## src/rtl/fss_map.svh

```systemverilog
// register offsets, field positions, reset values and timing counts of the shaping sequencer
`ifndef FSS_MAP_SVH
`define FSS_MAP_SVH

// ==========================================
// register offsets (word index on reg_addr)
`define FSS_OFS_CTRL      8'h00
`define FSS_OFS_TSTEP     8'h01
`define FSS_OFS_PA_FINAL  8'h02
`define FSS_OFS_PA_STEP   8'h03
`define FSS_OFS_STATUS    8'h04
`define FSS_OFS_FREQ      8'h05
`define FSS_OFS_SHAPE0    8'h10
`define FSS_OFS_SHAPE18   8'h22

// ==========================================
// field positions
`define FSS_CTRL_EN_BIT     0
`define FSS_STAT_RAMP_BIT   0
`define FSS_STAT_SWEEP_BIT  1
`define FSS_STAT_DATA_BIT   2
`define FSS_STAT_DIR_BIT    3
`define FSS_STAT_IDX_LSB    8

// ==========================================
// reset values
`define FSS_RST_TSTEP     8'h00
`define FSS_RST_PA_FINAL  8'h00
`define FSS_RST_PA_STEP   8'h00

// ==========================================
// timing: one base tick is 0.3125 us, clock period is 100 ns
`define FSS_TICK_PS       312500
`define FSS_CLK_PS        100000
`define FSS_TICK_CYC_MIN  (`FSS_TICK_PS / `FSS_CLK_PS)
`define FSS_TICK_CYC_MAX  ((`FSS_TICK_PS + `FSS_CLK_PS - 1) / `FSS_CLK_PS)

// ==========================================
// profile shape
`define FSS_NUM_STEPS     19
`define FSS_LAST_IDX      5'd18

`endif

```

## src/rtl/fss_pkg.sv

```systemverilog
// types shared by the shaping sequencer modules
package fss_pkg;

    // ==========================================
    // sequencer states
    typedef enum logic [1:0] {
        FSS_IDLE,
        FSS_SWEEP,
        FSS_HOLD
    } fss_state_t;

    // ==========================================
    // timebase state
    typedef struct packed {
        logic [18:0] acc;     // picosecond phase accumulator
        logic [7:0]  cnt;     // ticks counted inside one interval
        logic        step;    // one-cycle interval pulse
    } fss_tick_t;

    // ==========================================
    // core state
    typedef struct packed {
        fss_state_t       state;
        logic [2:0]       sync;      // data pin synchroniser, bit0 first
        logic             data_lvl;  // accepted data level
        logic             dir;       // 1 sweeps up, 0 sweeps down
        logic [4:0]       idx;       // next increment to apply
        logic [15:0]      offset;    // above base_frequency, synth units
        logic [7:0]       pa;        // power amplifier level
        logic             ramp_done; // pa has reached its final level
        logic             en;        // transmission enabled
        logic [7:0]       tstep;     // base ticks per interval
        logic [7:0]       pa_final;
        logic [7:0]       pa_step;
        logic [18:0][7:0] shape;     // the 19 increments
        logic [15:0]      rd_data;
        logic             active;    // not idle, registered copy for tx_active
    } fss_core_t;

endpackage

```

## src/rtl/fss_shaping_seq.sv

```systemverilog
// fsk shaping sequencer: frequency profile stepping and pa turn-on ramp
//
// Overview of operation
// - pa level constant after ramp completes
// - pa rises one increment per interval
// - twenty samples, nineteen increments, from base frequency
// - interval counts 0.3125 us ticks from register
// - increments are in synthesizer resolution units
// - frequency held after last increment
//
// Added by the designer: the address map and strobed register access.
`timescale 1ns/1ns
`include "fss_map.svh"

module fss_shaping_seq (
    input  wire logic         sys_clk,
    input  wire logic         rst_n,
    input  wire logic [7:0]   reg_addr,
    input  wire logic [15:0]  reg_wdata,
    input  wire logic         reg_wr,
    input  wire logic         reg_rd,
    output logic      [15:0]  reg_rdata,
    input  wire logic         tx_data,
    output logic      [15:0]  freq_offset,
    output logic      [7:0]   pa_level,
    output logic              tx_active
);
    import fss_pkg::*;

    fss_core_t q;         // registered state
    fss_core_t d;         // next state
    logic      step_en;   // one pulse per time-step interval

    // ==========================================
    // helpers

    // offset moved by one increment; clamps so a sweep reversed mid-way
    // can never wrap past the deviation limits
    function automatic logic [15:0] fss_move(
        input logic [15:0] cur,
        input logic [7:0]  inc,
        input logic        up
    );
        logic [16:0] sum;
        sum = {1'b0, cur} + {9'd0, inc};
        if (up) begin
            fss_move = sum[16] ? 16'hffff : sum[15:0];
        end else begin
            fss_move = (cur < {8'd0, inc}) ? 16'h0000 : cur - {8'd0, inc};
        end
    endfunction

    // next pa level on a ramp step, clamped at the final level
    function automatic logic [7:0] fss_ramp(
        input logic [7:0] cur,
        input logic [7:0] stp,
        input logic [7:0] fin
    );
        logic [8:0] sum;
        sum = {1'b0, cur} + {1'b0, stp};
        if (stp == 8'd0 || sum >= {1'b0, fin}) begin
            fss_ramp = fin;
        end else begin
            fss_ramp = sum[7:0];
        end
    endfunction

    // shape word decode, shared by the write and read paths
    function automatic logic fss_is_shape(
        input logic [7:0] addr
    );
        fss_is_shape = (addr >= `FSS_OFS_SHAPE0) && (addr <= `FSS_OFS_SHAPE18);
    endfunction

    // position of a shape word inside the increment table
    function automatic logic [4:0] fss_shape_idx(
        input logic [7:0] addr
    );
        logic [7:0] rel;
        rel = addr - `FSS_OFS_SHAPE0;
        fss_shape_idx = rel[4:0];
    endfunction

    // ==========================================
    // interval timebase, runs only while transmitting
    fss_tick_gen u_tick (
        .sys_clk (sys_clk),
        .rst_n   (rst_n),
        .run     (q.en),
        .tstep   (q.tstep),
        .step_en (step_en)
    );

    // ==========================================
    // next state
    always_comb begin
        logic data_new;   // settled data level after the synchroniser
        logic edge_seen;  // data transition accepted this cycle
        data_new = q.data_lvl;
        edge_seen = 1'b0;
        d = q;
        // data pin: three flops, change accepted once last two agree
        d.sync = {q.sync[1:0], tx_data};
        if (q.sync[1] == q.sync[2]) begin
            data_new = q.sync[2];
        end
        d.data_lvl = data_new;

        // ----- register writes
        if (reg_wr) begin
            unique case (reg_addr)
                `FSS_OFS_CTRL:     d.en = reg_wdata[`FSS_CTRL_EN_BIT];
                `FSS_OFS_TSTEP:    d.tstep = reg_wdata[7:0];
                `FSS_OFS_PA_FINAL: d.pa_final = reg_wdata[7:0];
                `FSS_OFS_PA_STEP:  d.pa_step = reg_wdata[7:0];
                default: begin
                    // shape words; read-only and unmapped offsets ignored
                    if (fss_is_shape(reg_addr)) begin
                        d.shape[fss_shape_idx(reg_addr)] = reg_wdata[7:0];
                    end
                end
            endcase
        end

        // ----- register reads, data valid the next cycle only
        d.rd_data = 16'h0000;
        if (reg_rd) begin
            unique case (reg_addr)
                `FSS_OFS_CTRL:     d.rd_data = {15'd0, q.en};
                `FSS_OFS_TSTEP:    d.rd_data = {8'd0, q.tstep};
                `FSS_OFS_PA_FINAL: d.rd_data = {8'd0, q.pa_final};
                `FSS_OFS_PA_STEP:  d.rd_data = {8'd0, q.pa_step};
                `FSS_OFS_STATUS: begin
                    d.rd_data[`FSS_STAT_RAMP_BIT]  = q.ramp_done;
                    d.rd_data[`FSS_STAT_SWEEP_BIT] = (q.state == FSS_SWEEP);
                    d.rd_data[`FSS_STAT_DATA_BIT]  = q.data_lvl;
                    d.rd_data[`FSS_STAT_DIR_BIT]   = q.dir;
                    d.rd_data[`FSS_STAT_IDX_LSB +: 5] = q.idx;
                end
                `FSS_OFS_FREQ:     d.rd_data = q.offset;
                default: begin
                    // unmapped offsets read as zero
                    if (fss_is_shape(reg_addr)) begin
                        d.rd_data = {8'd0, q.shape[fss_shape_idx(reg_addr)]};
                    end
                end
            endcase
        end

        // ----- sequencer
        edge_seen = (data_new != q.data_lvl);
        unique case (q.state)
            FSS_IDLE: begin
                // start of transmission: base frequency, pa off
                if (q.en) begin
                    d.offset = 16'h0000;
                    d.pa = 8'd0;
                    d.ramp_done = 1'b0;
                    d.idx = 5'd0;
                    d.dir = data_new;
                    // a high data level starts an upward sweep through the 19 increments, a low one holds at base
                    d.state = data_new ? FSS_SWEEP : FSS_HOLD;
                end
            end
            FSS_SWEEP: begin
                if (step_en) begin
                    d.offset = fss_move(q.offset, q.shape[q.idx], q.dir);
                    d.idx = q.idx + 5'd1;
                    if (q.idx == `FSS_LAST_IDX) begin
                        d.state = FSS_HOLD;
                    end
                end
            end
            FSS_HOLD: begin
                // frequency stays put until the next transition
                d.offset = q.offset;
            end
        endcase

        // a new transition restarts the profile from where it stands,
        // so a short bit never leaves the tone stranded mid-sweep
        if (q.state != FSS_IDLE && edge_seen) begin
            d.dir = data_new;
            d.idx = 5'd0;
            d.state = FSS_SWEEP;
            if (step_en && q.state == FSS_SWEEP) begin
                d.offset = q.offset;   // the step now due belongs to the old sweep
            end
        end

        // ----- pa turn-on ramp
        if (q.state != FSS_IDLE && !q.ramp_done && step_en) begin
            d.pa = fss_ramp(q.pa, q.pa_step, q.pa_final);
            d.ramp_done = (fss_ramp(q.pa, q.pa_step, q.pa_final) == q.pa_final);
        end else if (q.ramp_done) begin
            d.pa = q.pa;
        end

        // disabling ends the transmission at once
        if (!q.en) begin
            d.state = FSS_IDLE;
            d.pa = 8'd0;
            d.offset = 16'h0000;
            d.ramp_done = 1'b0;
            d.idx = 5'd0;
        end

        // activity flag registered so tx_active leaves a flop directly
        d.active = (d.state != FSS_IDLE);
    end

    // ==========================================
    // state register, synchronous reset
    always_ff @(posedge sys_clk) begin
        if (!rst_n) begin
            q <= '0;
        end else begin
            q <= d;
        end
    end

    // ==========================================
    // outputs, all straight from flops
    assign reg_rdata   = q.rd_data;
    assign freq_offset = q.offset;
    assign pa_level    = q.pa;
    assign tx_active   = q.active;
endmodule

```

## src/rtl/fss_tick_gen.sv

```systemverilog
// base-tick divider and time-step interval counter
`timescale 1ns/1ns

module fss_tick_gen (
    input  wire logic       sys_clk,
    input  wire logic       rst_n,
    input  wire logic       run,
    input  wire logic [7:0] tstep,
    output logic            step_en
);
    import fss_pkg::*;

    fss_tick_t q;   // registered state
    fss_tick_t d;   // next state

    // ticks per interval; a zero setting acts as one tick so the
    // timebase can never stall on an unprogrammed register
    function automatic logic [7:0] fss_ticks(
        input logic [7:0] t
    );
        fss_ticks = (t == 8'd0) ? 8'd1 : t;
    endfunction

    // ==========================================
    // next state
    // 10 MHz is not a whole multiple of 0.3125 us, so ticks fall 3 or 4
    // cycles apart and average out exactly over every 8 ticks
    always_comb begin
        logic [19:0] sum;
        logic [7:0]  lim;
        sum = 20'd0;
        lim = 8'd0;
        d = q;
        d.step = 1'b0;
        if (!run) begin
            // idle: restart the interval so the first step is a full one
            d.acc = 19'd0;
            d.cnt = 8'd0;
        end else begin
            sum = {1'b0, q.acc} + 20'(`FSS_CLK_PS);
            lim = fss_ticks(tstep);
            if (sum >= 20'(`FSS_TICK_PS)) begin
                d.acc = 19'(sum - 20'(`FSS_TICK_PS));
                if (q.cnt + 8'd1 >= lim) begin
                    d.cnt = 8'd0;
                    d.step = 1'b1;
                end else begin
                    d.cnt = q.cnt + 8'd1;
                end
            end else begin
                d.acc = sum[18:0];
            end
        end
    end

    // ==========================================
    // state register
    always_ff @(posedge sys_clk) begin
        if (!rst_n) begin
            q <= '0;
        end else begin
            q <= d;
        end
    end

    assign step_en = q.step;

    // ==========================================
    // interval length check: N ticks take 3N..4N cycles
    logic [11:0] gap_q;   // cycles since last step
    logic        seen_q;  // a step has occurred in this run

    // helper counter only read by the check below
    always_ff @(posedge sys_clk) begin
        if (!rst_n || !run) begin
            gap_q  <= 12'd0;
            seen_q <= 1'b0;
        end else if (q.step) begin
            gap_q  <= 12'd1;
            seen_q <= 1'b1;
        end else begin
            gap_q <= gap_q + 12'd1;
        end
    end
endmodule

```

## config.mk

```make
export PLATFORM = sky130hd
export DESIGN_NAME = fss_shaping_seq
export DESIGN_NICKNAME = d
export VERILOG_FILES = /design/src/rtl/fss_pkg.sv /design/src/rtl/fss_shaping_seq.sv /design/src/rtl/fss_tick_gen.sv
export VERILOG_INCLUDE_DIRS = /design/src /design/src/rtl
export SDC_FILE = /design/constraint.sdc
export NUM_CORES = 1
export LEC_CHECK = 0
export ABC_AREA = 1
export BUFFER_PORTS_ARGS = -buffer_cell sky130_fd_sc_hd__buf_2
export CORE_MARGIN = 2
export CORE_UTILIZATION = 25
export DETAILED_ROUTE_END_ITERATION = 10
export MAX_ROUTING_LAYER = met4
export SLEW_MARGIN = 20
export SYNTH_ARGS = -nofsm -noshare
export SYNTH_HDL_FRONTEND = slang
export SYNTH_SLANG_ARGS = --single-unit
```

## constraint.sdc

```tcl
create_clock -name sys_clk -period 3.9 [get_ports sys_clk]
set_input_delay 0.78 -clock sys_clk [delete_from_list [all_inputs] [get_ports sys_clk]]
set_output_delay 0.78 -clock sys_clk [all_outputs]
set_load 0.005 [all_outputs]
```

### After elaboration in Yosys (flattened, before gate mapping)

Cells that the tools add are included.

| word-level totals | value |
|---|---|
| flip-flop bits (word level) | 259 |
| input port bits | 29 |
| output and inout port bits | 41 |
| word-level logic and storage cells | 145 |

| cells by class | value |
|---|---|
| add/subtract/negate cells | 8 |
| magnitude comparators | 9 |
| eq/ne operators | 15 |
| mux-type cells | 39 |
| bitwise gates (word level) | 3 |
| reduce and logical (&&, ||, !) cells | 35 |

Operator list:

| operator | number |
|---|---|
| 152-bit bitwise mux | 1 |
| 8-bit binary-select mux with 5-bit select | 2 |
| 8-bit two-way mux | 10 |
| 16-bit two-way mux | 4 |
| 16-bit one-hot mux with 3 select lines | 1 |
| 8-bit demux with 5-bit select | 1 |
| 31-bit two-way mux | 1 |
| 8-bit zero test | 3 |
| 4-bit one-hot mux with 6 select lines | 1 |
| 22-bit two-way mux | 1 |
| 21-bit two-way mux | 1 |
| 19-bit by 17-bit adder with 20-bit output (second input constant) | 1 |
| 20-bit by 19-bit >= comparator with 1-bit output (second input constant) | 1 |
| 4-bit one-hot mux with 5 select lines | 1 |
| 19-bit two-way mux | 1 |
| 19-bit subtractor (second input constant) | 1 |
| 16-bit by 8-bit adder with 17-bit output | 1 |
| 8-bit by 2-bit equality test with 1-bit output (second input constant) | 2 |
| 8-bit by 3-bit equality test with 1-bit output (second input constant) | 2 |
| 16-bit by 8-bit < comparator with 1-bit output | 1 |
| 2-bit AND reduction | 8 |
| 16-bit by 8-bit subtractor with 16-bit output | 1 |
| 5-bit one-hot mux with 3 select lines | 1 |
| 2-bit nonzero test | 7 |
| other kinds (35) | 55 |

### Longest topological paths before layout

| logic depth | value |
|---|---|
| depth in word-level cells | 9 |
| mapped depth | 24 |
| gate-level depth less buffers | 22 |

### Hierarchy

From an unflattened synthesis, not the netlist that was laid out.

| unflattened totals | value |
|---|---|
| cells, all modules | 2282 |
| area, all modules | 15657.5 um^2 |

By module, submodules not included:

| module | instances | cells each | area an instance (um^2) | sequential area each (um^2) |
|---|---|---|---|---|
| fss_shaping_seq | 1 | 1889 | 13205.2 | 4624.4 |
| fss_tick_gen | 1 | 393 | 2452.4 | 520.5 |

### Worst setup path before layout

Ideal clock, no wire load.

| timing path | value |
|---|---|
| path type | flip-flop to flip-flop |
| from | register q[220] in the netlist's numbering |
| to | register q, in the netlist freq_offset[4] |
| library setup time | 0.132 ns |
| arrival | 3.373 ns |
| data required time | 3.768 ns |
| setup slack | 0.395 ns |
| cell stages (with the launch flop) | 22 |
| path buffers | 2 |
| period minus slack after synthesis | 3.505 ns |
| cell sequence | dfxtp_1 > buf_2 > nand2_1 > inv_1 > clkbuf_1 > a221oi_1 > o21ai_0 > and3_1 > o31ai_1 > o21ai_0 > ha_1 > fa_1 > a21oi_1 > o21ai_1 > inv_1 > o21ai_1 > nand2_1 > nor2_1 > a21oi_1 > o21ai_0 > nand2_1 > a21oi_1 |

| between the ends | value |
|---|---|
| word-level cells in the longest chain between the ends | 9 |
| elaborated cells on any way between the ends | 12 |
| classes of those cells | add/sub (2); order compare (1); mux (9) |

Ends and longest elaborated chain:

| item | RTL line | source |
|---|---|---|
| from (decl) | fss_shaping_seq.sv:30 | `fss_core_t q;` |
| from (signal assigned) | fss_shaping_seq.sv:216 | `q <= '0;` |
| from (signal assigned) | fss_shaping_seq.sv:218 | `q <= d;` |
| 8-bit binary-select mux with 5-bit select * | fss_shaping_seq.sv:167 | `d.offset = fss_move(q.offset, q.shape[q.idx], q.dir);` |
| 8-bit two-way mux (not written as such) * | fss_shaping_seq.sv:167 |  |
| 16-bit by 8-bit subtractor with 16-bit output (tied with other cells) | fss_shaping_seq.sv:49 | `fss_move = (cur < {8'd0, inc}) ? 16'h0000 : cur - {8'd0, inc};` |
| 16-bit two-way mux (on tied branches) | fss_shaping_seq.sv:49, fss_shaping_seq.sv:47 |  |
| 16-bit two-way mux * | fss_shaping_seq.sv:46 | `if (up) begin` |
| 21-bit two-way mux * | fss_shaping_seq.sv:166 | `if (step_en) begin` |
| 16-bit one-hot mux with 3 select lines * | fss_shaping_seq.sv:152 | `unique case (q.state)` |
| 16-bit two-way mux | fss_shaping_seq.sv:186 | `if (step_en && q.state == FSS_SWEEP) begin` |
| 22-bit two-way mux * | fss_shaping_seq.sv:182 | `if (q.state != FSS_IDLE && edge_seen) begin` |

Every way passes the cells marked *; elsewhere a longest branch is shown, timed or not. The select of a mux whose other input is x is not followed.
A chain may end at the register's enable or synchronous reset.

### Final worst setup path

| timing path | value |
|---|---|
| from | register q[219] in the netlist's numbering |
| to | register q, in the netlist freq_offset[4] |

The elaborated chain is that of the path after synthesis.

==> metrics.yaml <==
outcome:
  outcome: "finished, final reports clean"
timing:
  worst_pin_slew_ps: 941
  setup_ws_ps: 200
  post-route-period-util: 0.949
  skew_ps: 13.3
  hold_violations: 0
  fmax_ghz: 0.270
  setup_viol: 0
  min_period_ps: 3700
  max-slew-margin-rel: 0.372
  slew_viol_final: 0
power_and_ir_drop:
  power_mw: 5.88
  cellPowerDensity_nw_per_um2: 341
  leakage_nw: 7.04
  peakVddDrop_uv: 293
floorplanning:
  die_x_um: 249
  start_util: 0.254
  io_pins: 70
  fp-row-count: 89
  core_area_sq_um: 59200
  dieArea_sq_um: 62100
  die_h_um: 249
setup_path:
  crit_family: "compound AO/OA/AOI/OAI gates"
  arrival_ps: 4140
  critPathMaxFanout: 11
  path_depth: 20
  r2r_cells: 20
  critPathSlowestCell: "dfxtp_4"
  critical_path_required_ps: 4340
  startpoint_type: "flop"
  endpoint_kind: "flop"
  path_buf_inv: 5
  max_stage_delay_ps: 410
  crit_chain: "nand2_1, inv_1, buf_4, a22oi_1, a21boi_0, o31ai_2, o21ai_1, buf_4, ha_1, inv_1, fa_1, nand3_1, nand2_1, nand4_1, nand3_1, o21ai_1, buf_4, a21oi_1, nand2_1, a21oi_1"
  critPathKind: "flop to flop"
clocking:
  clk_pin_slew_ps: 60
  cts_tree: "built"
  cts-root-buf: "clkbuf_16"
  hold_buffers: 0
  clk_path_buf_depth: 3
  ctsHtreeMaxLevel: 1
  clkLatencyLatePin_ps: 580
  cts_sinks: 257
  cts_inserted_buffers: 30
detailed_routing:
  vias: 14862
  vias_per_cell: 4.97
  dr.pass1.iters: 6
  drtAntennaViolNets: 0
  detail_route.wl_per_cell_um: 17.1
  drt-total-wl_um: 51100
  drt_iter0_markers: 1272
  post-route-drc-count: 0
layout:
  stdcell_area_sq_um: 17300
  area_growth_pct: 14.7
  fillCellCount: 6517
  fin_nets: 2272
  drive_above_1_share: 0.116
grt:
  grt_pass1_vias: 13817
  grt_max_degree: 56
  grt_pass1_wl_um: 79600
  grt_antenna_before_repair: 2
  grtUsageTotal: 0.164
  overflow: 0
placement:
  dpl-instance-area_sq_um: 16100
  gp_congestion: 0.969
  post-dp-hpwl_um: 36400
  port_buffers: 61
  pre_cts_ws_ps: -293
yosys:
  synthTopCellsByCount: "334 x nand2_1, 290 x a21oi_1, 257 x dfxtp_1"
  synth_cells: 2171
  synth_fp_nets: 2250
  synth.avg_cell_area_sq_um: 6.93
  synthArstFlopShare: 0
  ys_types: 58
  synth_edf_count: 0
  yosysTopAreaCell: "dfxtp_1"
  yosysMostFrequentCell: "nand2_1"
  yosys_warnings: 0
  syn_area_sq_um: 15000
  synth_top_area_frac: 0.342
  synth-seq-area-share: 0.342
  synthTopCellsByArea: "dfxtp_1 34%, a21oi_1 9.7%, o21ai_0 8.4%, nand2_1 8.3%, inv_1 5.6%"
  synthFlopType: "dfxtp_1"
  synth_seq_cells: 257
hold_path:
  hold_depth: 2
  hp-class: "flop to flop"
run:
  maxCapViolations: 0
-- kinds of logic (layout without fill, tap and decap cells) --
family | count (synthesis) | after routing | share of synthesized area
compound gates | 730 | 730 | 0.270
xor+xnor | 44 | 44 | 0.0266
fa+ha+maj | 50 | 50 | 0.0431
buf+inv | 396 | 438 | 0.115
flops | 257 | 257 | 0.342
other cells | 0 | 2 | 0
simple gates | 694 | 694 | 0.202
-- state kept, by name, indices dropped and copies added, names as in the netlist --
signal and count:
d 2, freq_offset 16, pa_level 8, q 188
reg_rdata 16, tx_active 1, u_tick.q 25, u_tick.step_en 1
-- power by group --
part | switching (mW) | leakage [nW] | internal [mW] | total, mW
Sequential | 0.00422 | 2.07 | 2.63 | 2.64
Clock | 1.16 | 0.506 | 1.79 | 2.95
Combinational | 0.226 | 4.46 | 0.0723 | 0.299
Total | 1.39 | 7.04 | 4.49 | 5.88
-- layout by cell type, fill, tap and decap left out, types with 4 or more instances in the layout --
cell type | netlist | routed
buf_2 | 28 | 60
o21ai_1 | 10 | 15
clkbuf_16 | 0 | 31
o211ai_1 | 17 | 17
nand3_2 | 3 | 4
nor2_1 | 178 | 177
nand2_2 | 7 | 10
inv_2 | 10 | 11
o31ai_1 | 6 | 5
o2111ai_1 | 4 | 4
nand3b_1 | 6 | 6
nand4_1 | 30 | 30
nand3_1 | 91 | 90
ha_1 | 47 | 47
a221oi_1 | 9 | 9
nor3_1 | 16 | 15
inv_1 | 225 | 224
nand2_1 | 334 | 330
xor2_1 | 33 | 33
o221ai_1 | 7 | 7
clkbuf_8 | 0 | 8
clkinv_1 | 4 | 4
o22ai_1 | 65 | 65
nor2_2 | 8 | 8
xnor2_1 | 9 | 9
buf_4 | 42 | 81
dfxtp_1 | 257 | 256
o21ai_2 | 3 | 5
a22oi_1 | 33 | 33
a22o_1 | 4 | 4
a211oi_1 | 13 | 13
nor2_4 | 7 | 8
a21oi_1 | 290 | 288
o21ai_0 | 252 | 245
nand2_4 | 3 | 4
clkbuf_1 | 76 | 6
-- what timing repair did --
item / 4_1_cts / 5_1_grt
pin swaps: 0 / 2
setup endpoints to repair: 14 / 16
gates resized for setup: 3 / 23
buffers inserted: 0 / 1
-- area by class of cell --
class / instances / area (sq um) / area share
flip-flops and latches: 257 / 5150 / 0.298
clock inverters: 7 / 118 / 0.00682
multi-input cells: 1518 / 8220 / 0.476
well taps: 773 / 967 / 0.0561
diodes: 2 / 5.00 / 0.000290
clock buffers: 45 / 908 / 0.0527
inverters: 241 / 908 / 0.0527
repair buffers: 145 / 980 / 0.0568
-- worst reg2reg max path, stage by stage (launching register included) --
cell,delay [ps]
dfxtp_4,410
nand2_1,80
inv_1,160
buf_4,240
a22oi_1,110
a21boi_0,310
o31ai_2,160
o21ai_1,190
buf_4,160
ha_1,160
inv_1,90
fa_1,410
nand3_1,90
nand2_1,120
nand4_1,130
nand3_1,120
o21ai_1,200
buf_4,190
a21oi_1,50
nand2_1,120
a21oi_1,60
-- through the flow --
stage                     instances  utilization  hold slack (ps)  TNS, ps
final                          2988        0.291              404        0
after global routing           2988        0.291              429    -31.0
after CTS                      2985        0.290              403        0
after detailed placement       2933        0.273              413    -1760
after global placement         2933        0.273              409    -1090
after floorplan                2171            -              390        0
-- metal layers --
layer	track usage	routed length [um]	vias to the layer above
met5	-	0	-
met4	0.0463	1420	0
met3	0.0319	3950	105
met2	0.248	22000	539
met1	0.221	23700	6830
li1	-	-	7388
-- worst paths after layout --
check | to | slack (ps) | startpoint
min | d[228]$_SDFF_PN0_ | 400 | d[227]$_SDFF_PN0_
max | freq_offset[4]$_SDFFE_PN0P_ | 200 | q[219]$_SDFFE_PP0P_
min reg2reg | d[228]$_SDFF_PN0_ | 400 | d[227]$_SDFF_PN0_
max reg2reg | freq_offset[4]$_SDFFE_PN0P_ | 200 | q[219]$_SDFFE_PP0P_
No activity file was read; power rests on OpenSTA's default activity.
